**src/core/aftl_pkg.sv**
```systemverilog
// Package of constants and types for the address filter table loader
package aftl_pkg;
  // ----------------------------------------------------------------------
  // Register offsets (register address pins)
  // ----------------------------------------------------------------------
  localparam logic [5:0] REG_COMMAND_CONTROL = 6'h00;
  localparam logic [5:0] REG_INTERRUPT_FLAGS = 6'h05;
  localparam logic [5:0] REG_UPPER_RESOURCE_BASE = 6'h14;
  localparam logic [5:0] REG_FILTER_ENTRY_INDEX = 6'h21;
  localparam logic [5:0] REG_FILTER_PORT_HIGH = 6'h22;
  localparam logic [5:0] REG_FILTER_PORT_MID = 6'h23;
  localparam logic [5:0] REG_FILTER_PORT_LOW = 6'h24;
  localparam logic [5:0] REG_FILTER_ENTRY_MASK = 6'h25;
  localparam logic [5:0] REG_FILTER_DESCRIPTOR_POINTER = 6'h26;
  localparam logic [5:0] REG_FILTER_DESCRIPTOR_COUNT = 6'h27;
  // ----------------------------------------------------------------------
  // Field positions and reset values
  // ----------------------------------------------------------------------
  localparam int CMD_LOAD_FILTER_BIT = 9;
  localparam int CMD_SOFT_RESET_BIT = 7;
  localparam int IRQ_LOAD_DONE_BIT = 3;
  localparam logic [15:0] CMD_RESET = 16'h0080;
  localparam logic [15:0] ZERO16 = 16'h0000;
  localparam int COUNT_WIDTH = 5;
  localparam int INDEX_WIDTH = 4;
  localparam int ENTRIES = 16;
  localparam int CELLS = 3;
  localparam int FIELDS_PER_DESC = 4;
  localparam logic [15:0] FIELD_STEP = 16'h0001;
  localparam logic [COUNT_WIDTH-1:0] COUNT_ONE = 5'h01;
  localparam logic [1:0] FIELD_LAST = 2'h3;
  localparam logic [1:0] FIELD_FIRST = 2'h0;
  localparam logic [1:0] CELL_HIGH = 2'h2;
  localparam logic [1:0] CELL_MID = 2'h1;
  localparam logic [1:0] CELL_LOW = 2'h0;
  // ----------------------------------------------------------------------
  // Loader states
  // ----------------------------------------------------------------------
  typedef enum logic [2:0] {
    ST_IDLE,
    ST_WAIT_QUIET,
    ST_FETCH_DESC,
    ST_FETCH_MASK,
    ST_DONE
  } aftl_state_e;
endpackage : aftl_pkg

```
**src/core/aftl_tbl_if.sv**
```systemverilog
// Interface carrying table write and read signals between loader and table
`timescale 1ns/1ps
interface aftl_tbl_if;
  logic wr_en;
  logic [3:0] wr_index;
  logic [1:0] wr_cell;
  logic [15:0] wr_data;
  logic [3:0] rd_index;
  logic [47:0] rd_entry;
  modport loader (output wr_en, output wr_index, output wr_cell, output wr_data,
    output rd_index, input rd_entry);
  modport table_side (input wr_en, input wr_index, input wr_cell, input wr_data,
    input rd_index, output rd_entry);
endinterface : aftl_tbl_if

```
**src/core/aftl_table.sv**
```systemverilog
// Sixteen-entry 48-bit filter table built from 16-bit cells
`timescale 1ns/1ps
module aftl_table (
  // Clock and reset
  input wire logic i_clk_sys,
  input wire logic i_nrst,
  // Table port
  aftl_tbl_if.table_side tbl
);
  logic [15:0] cells [aftl_pkg::ENTRIES][aftl_pkg::CELLS];
  logic [15:0] next_cells [aftl_pkg::ENTRIES][aftl_pkg::CELLS];

  always_comb begin
    next_cells = cells;
    if (tbl.wr_en) begin
      next_cells[tbl.wr_index][tbl.wr_cell] = tbl.wr_data;
    end
  end

  always_ff @(posedge i_clk_sys or negedge i_nrst) begin
    if (!i_nrst) begin
      for (int e = 0; e < aftl_pkg::ENTRIES; e++) begin
        for (int c = 0; c < aftl_pkg::CELLS; c++) begin
          cells[e][c] <= aftl_pkg::ZERO16;
        end
      end
    end else begin
      cells <= next_cells;
    end
  end

  // Cell 0 holds the least significant address bits
  assign tbl.rd_entry = {cells[tbl.rd_index][aftl_pkg::CELL_HIGH],
    cells[tbl.rd_index][aftl_pkg::CELL_MID], cells[tbl.rd_index][aftl_pkg::CELL_LOW]};
endmodule : aftl_table

```
**src/core/aftl_loader.sv**
```systemverilog
// Filter table loader: register file, descriptor DMA and table ports
// Operation
// - Table written only by load; readable in reset
// - Descriptors contiguous, four packed 16-bit fields
// - 32-bit bus: upper data half ignored
// - Field 0 index, fields 1-3 cells
// - One extra field loads entry mask
// - Address is upper base plus pointer
// - Only low five count bits used
// - Load waits for transmit/receive to finish
// - Pointer past mask, count zero at end
// - Clear command bit, set done flag
// - Ports high 22, mid 23, low 24
// - Sixteen 48-bit entries, cell 0 least significant
`timescale 1ns/1ps
module aftl_loader (
  // Clock and reset
  input wire logic i_clk_sys,
  input wire logic i_nrst,
  // Register access
  input wire logic i_reg_cs,
  input wire logic i_reg_wr,
  input wire logic [5:0] i_reg_addr,
  input wire logic [15:0] i_reg_wdata,
  output logic [15:0] o_reg_rdata,
  // Memory read bus
  output logic o_mem_req,
  output logic [31:0] o_mem_addr,
  input wire logic i_mem_ack,
  input wire logic [31:0] i_mem_rdata,
  // Link activity
  input wire logic i_tx_busy,
  input wire logic i_rx_busy,
  // Status
  output logic [15:0] o_filter_entry_mask,
  output logic o_load_busy
);
  // ----------------------------------------------------------------------
  // Registers and state
  // ----------------------------------------------------------------------
  aftl_pkg::aftl_state_e state, next_state;
  logic [15:0] command_control, next_command_control;
  logic [15:0] interrupt_flags, next_interrupt_flags;
  logic [15:0] upper_resource_base, next_upper_resource_base;
  logic [15:0] filter_entry_index, next_filter_entry_index;
  logic [15:0] filter_entry_mask, next_filter_entry_mask;
  logic [15:0] filter_descriptor_pointer, next_filter_descriptor_pointer;
  logic [15:0] filter_descriptor_count, next_filter_descriptor_count;
  logic [1:0] field, next_field;
  logic [3:0] load_index, next_load_index;
  logic mem_req, next_mem_req;
  logic [15:0] rdata, next_rdata;
  logic [15:0] fetched;
  logic wr_strobe;
  logic in_soft_reset;

  aftl_tbl_if tbl ();

  aftl_table u_table (
    .i_clk_sys(i_clk_sys),
    .i_nrst(i_nrst),
    .tbl(tbl)
  );

  // ----------------------------------------------------------------------
  // Decoding helpers
  // ----------------------------------------------------------------------
  function automatic logic hit(input logic [5:0] addr, input logic [5:0] reg_off);
    hit = (addr == reg_off);
  endfunction : hit

  assign wr_strobe = i_reg_cs && i_reg_wr;
  assign in_soft_reset = command_control[aftl_pkg::CMD_SOFT_RESET_BIT];
  assign fetched = i_mem_rdata[15:0];

  // ----------------------------------------------------------------------
  // Table port
  // ----------------------------------------------------------------------
  assign tbl.rd_index = filter_entry_index[aftl_pkg::INDEX_WIDTH-1:0];
  always_comb begin
    tbl.wr_en = 1'b0;
    tbl.wr_index = load_index;
    tbl.wr_cell = aftl_pkg::CELL_LOW;
    tbl.wr_data = fetched;
    if (state == aftl_pkg::ST_FETCH_DESC && mem_req && i_mem_ack &&
        field != aftl_pkg::FIELD_FIRST) begin
      tbl.wr_en = 1'b1;
      tbl.wr_cell = aftl_pkg::FIELD_LAST - field;
    end
  end

  // ----------------------------------------------------------------------
  // Loader and register file
  // ----------------------------------------------------------------------
  always_comb begin
    next_state = state;
    next_command_control = command_control;
    next_interrupt_flags = interrupt_flags;
    next_upper_resource_base = upper_resource_base;
    next_filter_entry_index = filter_entry_index;
    next_filter_entry_mask = filter_entry_mask;
    next_filter_descriptor_pointer = filter_descriptor_pointer;
    next_filter_descriptor_count = filter_descriptor_count;
    next_field = field;
    next_load_index = load_index;
    next_mem_req = mem_req;

    if (wr_strobe) begin
      if (hit(i_reg_addr, aftl_pkg::REG_COMMAND_CONTROL)) begin
        next_command_control = i_reg_wdata;
      end
      if (hit(i_reg_addr, aftl_pkg::REG_INTERRUPT_FLAGS)) begin
        next_interrupt_flags = interrupt_flags & ~i_reg_wdata;
      end
      if (hit(i_reg_addr, aftl_pkg::REG_UPPER_RESOURCE_BASE)) begin
        next_upper_resource_base = i_reg_wdata;
      end
      if (hit(i_reg_addr, aftl_pkg::REG_FILTER_ENTRY_INDEX)) begin
        next_filter_entry_index = i_reg_wdata;
      end
      if (hit(i_reg_addr, aftl_pkg::REG_FILTER_ENTRY_MASK)) begin
        next_filter_entry_mask = i_reg_wdata;
      end
      if (hit(i_reg_addr, aftl_pkg::REG_FILTER_DESCRIPTOR_POINTER)) begin
        next_filter_descriptor_pointer = i_reg_wdata;
      end
      if (hit(i_reg_addr, aftl_pkg::REG_FILTER_DESCRIPTOR_COUNT)) begin
        next_filter_descriptor_count = i_reg_wdata;
      end
    end

    unique case (state)
      aftl_pkg::ST_IDLE: begin
        if (command_control[aftl_pkg::CMD_LOAD_FILTER_BIT]) begin
          next_state = aftl_pkg::ST_WAIT_QUIET;
        end
      end
      aftl_pkg::ST_WAIT_QUIET: begin
        if (!i_tx_busy && !i_rx_busy) begin
          next_field = aftl_pkg::FIELD_FIRST;
          next_mem_req = 1'b1;
          if (filter_descriptor_count[aftl_pkg::COUNT_WIDTH-1:0] == '0) begin
            next_state = aftl_pkg::ST_FETCH_MASK;
          end else begin
            next_state = aftl_pkg::ST_FETCH_DESC;
          end
        end
      end
      aftl_pkg::ST_FETCH_DESC: begin
        if (i_mem_ack) begin
          next_filter_descriptor_pointer = filter_descriptor_pointer + aftl_pkg::FIELD_STEP;
          next_field = field + 2'h1;
          if (field == aftl_pkg::FIELD_FIRST) begin
            next_load_index = fetched[aftl_pkg::INDEX_WIDTH-1:0];
          end
          if (field == aftl_pkg::FIELD_LAST) begin
            next_filter_descriptor_count = {{(16 - aftl_pkg::COUNT_WIDTH){1'b0}},
              filter_descriptor_count[aftl_pkg::COUNT_WIDTH-1:0] - aftl_pkg::COUNT_ONE};
            if (filter_descriptor_count[aftl_pkg::COUNT_WIDTH-1:0] == aftl_pkg::COUNT_ONE) begin
              next_state = aftl_pkg::ST_FETCH_MASK;
            end
          end
        end
      end
      aftl_pkg::ST_FETCH_MASK: begin
        if (i_mem_ack) begin
          next_filter_entry_mask = fetched;
          next_filter_descriptor_pointer = filter_descriptor_pointer + aftl_pkg::FIELD_STEP;
          next_filter_descriptor_count = aftl_pkg::ZERO16;
          next_mem_req = 1'b0;
          next_state = aftl_pkg::ST_DONE;
        end
      end
      aftl_pkg::ST_DONE: begin
        next_command_control[aftl_pkg::CMD_LOAD_FILTER_BIT] = 1'b0;
        next_interrupt_flags[aftl_pkg::IRQ_LOAD_DONE_BIT] = 1'b1;
        next_state = aftl_pkg::ST_IDLE;
      end
    endcase
  end

  // ----------------------------------------------------------------------
  // Read data
  // ----------------------------------------------------------------------
  always_comb begin
    next_rdata = aftl_pkg::ZERO16;
    if (i_reg_cs && !i_reg_wr) begin
      unique case (i_reg_addr)
        aftl_pkg::REG_COMMAND_CONTROL: next_rdata = command_control;
        aftl_pkg::REG_INTERRUPT_FLAGS: next_rdata = interrupt_flags;
        aftl_pkg::REG_UPPER_RESOURCE_BASE: next_rdata = upper_resource_base;
        aftl_pkg::REG_FILTER_ENTRY_INDEX: next_rdata = filter_entry_index;
        aftl_pkg::REG_FILTER_PORT_HIGH: next_rdata = in_soft_reset ? tbl.rd_entry[47:32] : aftl_pkg::ZERO16;
        aftl_pkg::REG_FILTER_PORT_MID: next_rdata = in_soft_reset ? tbl.rd_entry[31:16] : aftl_pkg::ZERO16;
        aftl_pkg::REG_FILTER_PORT_LOW: next_rdata = in_soft_reset ? tbl.rd_entry[15:0] : aftl_pkg::ZERO16;
        aftl_pkg::REG_FILTER_ENTRY_MASK: next_rdata = filter_entry_mask;
        aftl_pkg::REG_FILTER_DESCRIPTOR_POINTER: next_rdata = filter_descriptor_pointer;
        aftl_pkg::REG_FILTER_DESCRIPTOR_COUNT: next_rdata = filter_descriptor_count;
        default: next_rdata = aftl_pkg::ZERO16;
      endcase
    end
  end

  always_ff @(posedge i_clk_sys or negedge i_nrst) begin
    if (!i_nrst) begin
      state <= aftl_pkg::ST_IDLE;
      command_control <= aftl_pkg::CMD_RESET;
      interrupt_flags <= aftl_pkg::ZERO16;
      upper_resource_base <= aftl_pkg::ZERO16;
      filter_entry_index <= aftl_pkg::ZERO16;
      filter_entry_mask <= aftl_pkg::ZERO16;
      filter_descriptor_pointer <= aftl_pkg::ZERO16;
      filter_descriptor_count <= aftl_pkg::ZERO16;
      field <= aftl_pkg::FIELD_FIRST;
      load_index <= '0;
      mem_req <= 1'b0;
      rdata <= aftl_pkg::ZERO16;
    end else begin
      state <= next_state;
      command_control <= next_command_control;
      interrupt_flags <= next_interrupt_flags;
      upper_resource_base <= next_upper_resource_base;
      filter_entry_index <= next_filter_entry_index;
      filter_entry_mask <= next_filter_entry_mask;
      filter_descriptor_pointer <= next_filter_descriptor_pointer;
      filter_descriptor_count <= next_filter_descriptor_count;
      field <= next_field;
      load_index <= next_load_index;
      mem_req <= next_mem_req;
      rdata <= next_rdata;
    end
  end

  // ----------------------------------------------------------------------
  // Outputs
  // ----------------------------------------------------------------------
  logic [31:0] mem_addr, next_mem_addr;
  logic load_busy, next_load_busy;

  // Address follows the pointer on the same edge a field is consumed
  always_comb begin
    next_mem_addr = {next_upper_resource_base, next_filter_descriptor_pointer};
    next_load_busy = (next_state != aftl_pkg::ST_IDLE);
  end

  always_ff @(posedge i_clk_sys or negedge i_nrst) begin
    if (!i_nrst) begin
      mem_addr <= '0;
      load_busy <= 1'b0;
    end else begin
      mem_addr <= next_mem_addr;
      load_busy <= next_load_busy;
    end
  end

  assign o_reg_rdata = rdata;
  assign o_mem_req = mem_req;
  assign o_mem_addr = mem_addr;
  assign o_filter_entry_mask = filter_entry_mask;
  assign o_load_busy = load_busy;
endmodule : aftl_loader

```
**config.mk**
```make
export PLATFORM = sky130hd
export DESIGN_NAME = aftl_loader
export DESIGN_NICKNAME = d
export VERILOG_FILES = /design/src/core/aftl_pkg.sv /design/src/core/aftl_tbl_if.sv /design/src/core/aftl_table.sv /design/src/core/aftl_loader.sv
export SDC_FILE = /design/constraint.sdc
export NUM_CORES = 1
export LEC_CHECK = 0
export BUFFER_PORTS_ARGS = -buffer_cell sky130_fd_sc_hd__clkbuf_2
export CAP_MARGIN = 30
export CORE_UTILIZATION = 40
export CTS_CLUSTER_SIZE = 8
export DETAILED_ROUTE_END_ITERATION = 7
export PLACE_DENSITY = 0.64
export RECOVER_POWER = 100
export SLEW_MARGIN = 0
export SYNTH_ARGS = -nofsm -noshare
export SYNTH_HDL_FRONTEND = slang
export SYNTH_SLANG_ARGS = --single-unit
```
**constraint.sdc**
```tcl
create_clock -name i_clk_sys -period 3.2 [get_ports i_clk_sys]
set_clock_uncertainty 0.1 [all_clocks]
set_input_delay 0.64 -clock i_clk_sys [delete_from_list [all_inputs] [get_ports i_clk_sys]]
set_output_delay 0.64 -clock i_clk_sys [all_outputs]
set_load 0.02 [all_outputs]
```
==> flow_summary.yaml <==
clock_tree:
  cts_tree: "done"
  path_clk_slew_ns: 0.05
  htreeDepth: 4
  ctsLongestPathBuffers: 3
  clock-root-buffer: "clkbuf_16"
  numCtsBuffers: 131
  numClockSinks: 907
  clk_latency_ns: 0.72
synthesis:
  ys_warn_count: 0
  synthesis.area_um2: 42200
  synthTopCellsByArea: "dfrtp_1, mux2_2, mux4_2, mux2i_1, clkbuf_1"
  synth_flop_cell: "dfrtp_1"
  syn_inst: 2804
  yosys_register_bits: 907
  avgSynthCellArea_um2: 15.1
  ys_seq_area_share_pct: 53.8
  syn_nets: 2871
  ys_async_sr_fraction_pct: 100
  synth-edff-count: 0
  synth_top_area_share_pct: 53.7
  yosysUniqueCellTypes: 66
  synth_area_leader_cell: "dfrtp_1"
timing:
  hold_viol_final: 0
  worst_pin_slew_ns: 2.28
  period_minus_slack_ns: 3.20
  setup_viol_count_final: 0
  period_share_pct: 99.9
  finalSetupTns_ns: 0
  maxSlewHeadroom_pct: -51.8
  max_freq_mhz: 313
  rsz0062_at_grt: "no"
  final_max_slew_viol_count: 66
grt:
  grt-busiest-layer: "met2"
  antenna_found_initial: 1
  grt_max_degree: 88
  grt_pass1_wl_mm: 180
  met3_usage_pct: 3.47
  grt_use_total_pct: 22.3
  grtUsageMet2_pct: 37.7
  grt_overflow: 0
  grt_use_met1_pct: 29.4
  grt_pass1_vias: 28100
floorplanning:
  die_x_um: 327
  coreArea_um2: 104000
  ioPinCount: 127
  dieArea_um2: 107000
  rows: 118
  dieHeight_um: 327
  start_util_pct: 40.6
power_and_ir_drop:
  vdd_drop_max_mv: 0.479
  power_density_nw_per_um2: 585
  leakage_uw: 0.0226
route:
  antenna_left: 0
  drtIter0Drc: 2348
  drc_errors: 0
  vias: 25900
  wl_per_cell_um: 26.8
  dr.pass1.iters: 8
  vias_per_cell: 5.90
  drt_wl_total_mm: 117
worst_setup_path:
  crit_buf_inv: 2
  reg2reg_from: "filter_entry_index[3]"
  path_delay_family: "flip-flops"
  crit_chain: "buf_4 -> mux4_2 -> mux2i_1 -> o22ai_1 -> a21oi_1 -> clkbuf_1 -> o221ai_1"
  worstSetupEndpointType: "register"
  crit_arrival_ns: 3.59
  crit_required_ns: 3.59
  cp-startpoint: "filter_entry_index[3]"
  critPathKind: "reg2reg"
  cp_max_fo: 33
  cpMaxStageDelayCell: "dfrtp_4"
  worst_setup_path_start_kind: "register"
  slowest_delay_ns: 0.82
placed_design:
  place_inst: 4215
  hpwlAfterDp_mm: 75.1
  portBuffers: 110
  routabilityCongestion: 0.864
layout:
  fin_cells: 4381
  area_growth_pct: 14.2
  fin_nets: 3041
  post-route-util_pct: 46.3
  drive_gt1_share_pct: 47.2
  nFillCells: 8963
min_path:
  worstHoldPathType: "in2reg"
  min_from: "i_reg_wdata[9]"
run_status:
  status: "complete, but fails checks"
  violations: "capacitance limit, slew limit"
job:
  drv_cap: 1
[registers in the layout (all words and copies together) (netlist names)]
register,flops
load_index,4
o_mem_req,1
command_control,16
interrupt_flags,16
o_load_busy,1
o_mem_addr,32
field,2
filter_descriptor_count,16
filter_entry_index,16
o_reg_rdata,16
u_table.cells,768
state,3
o_filter_entry_mask,16
[worst paths after layout]
check | cells past startpoint | slack, ns | to
worst max-delay path | 7 | 0.004 | o_reg_rdata[12]
worst min-delay path | 2 | 0.13 | interrupt_flags[9]
worst max register to register | 7 | 0.004 | o_reg_rdata[12]
worst min register to register | 1 | 0.40 | u_table.cells[260]
max in group asynchronous | 3 | 0.34 | u_table.cells[695]
min in group asynchronous | 2 | 1.07 | u_table.cells[536]
[metrics by stage]
| stage | cell area, um2 | setup WS [ns] | power [uW] | hold WS [ns] |
|---|---|---|---|---|
| floorplan | 42200 | 0.707 | 14700 | 0.244 |
| global placement | 45000 | -0.0781 | 15800 | 0.381 |
| detailed placement | 45100 | -0.0565 | 16000 | 0.386 |
| CTS | 48800 | 0.0392 | 28500 | 0.0927 |
| global route | 48200 | 0.0265 | 29200 | 0.116 |
| finish | 48200 | 0.00401 | 28200 | 0.132 |
[what timing repair did]
item	CTS	global route
setup buffers	1	0
resized for setup	0	1
endpoints found under the hold margin	47	0
setup endpoints to repair	1	1
hold buffers	1	0
pin swaps	0	0
[layout by cell type (no fill, tap or decap), drive strengths merged, types with 43 or more instances in the layout]
| master | count |
|---|---|
| a21oi | 67 |
| buf | 133 |
| clkbuf | 297 |
| dfrtp | 906 |
| mux2 | 835 |
| mux2i | 54 |
| mux4 | 201 |
| nand2 | 87 |
| nand3 | 43 |
| nor2 | 91 |
[per-layer routing]
metal / share of wire [%] / up-vias
met1: 42 / 14000
met5: 0 / -
met3: 5.2 / 203
met2: 50 / 887
li1: - / 10800
met4: 2.9 / 0
[power by group]
part,internal (uW),switching (uW)
sequential,12000,622
clock,7550,4890
combinational,1180,1920
[final cells by class]
cell class | instances | area [um2] | share of cell area, %
inverters | 8 | 30.0 | 0.0623
multi-input cells | 1645 | 17900 | 37.2
clock inverters | 9 | 124 | 0.257
clock buffers | 150 | 3470 | 7.19
diodes | 1 | 2.50 | 0.00519
repair buffers | 281 | 2210 | 4.59
flip-flops and latches | 907 | 22700 | 47.1
well taps | 1380 | 1730 | 3.58
[logic make-up after synthesis]
logic type                 count (synthesis)  share of synthesized area, %
AOI/OAI and AO/OA                        231                          3.84
adders and majority gates                  6                         0.178
muxes                                   1090                          34.3
buffers and inverters                    252                          3.22
DFF                                      907                          53.8
and+or+nand+nor                          317                          4.70
xor gates and xnor gates                   1                        0.0207
[synth_stat cells (all sizes together) (20+ instances only)]
master and count:
mux2 835, mux4 201, nand3 43, buf 123, a222oi 32, o21ai 20, mux2i 54, a21oi 67
nor2 91, nor2b 23, dfrtp 906, clkbuf 121, nand2 87, a211oi 27
[worst reg2reg max path, stage by stage, from the launching register on]
cell and delay (ns):
dfrtp_4 0.82, buf_4 0.44, mux4_2 0.36, mux2i_1 0.23
o22ai_1 0.22, a21oi_1 0.22, clkbuf_1 0.26, o221ai_1 0.31
No activity file was read; power rests on OpenSTA's default activity.
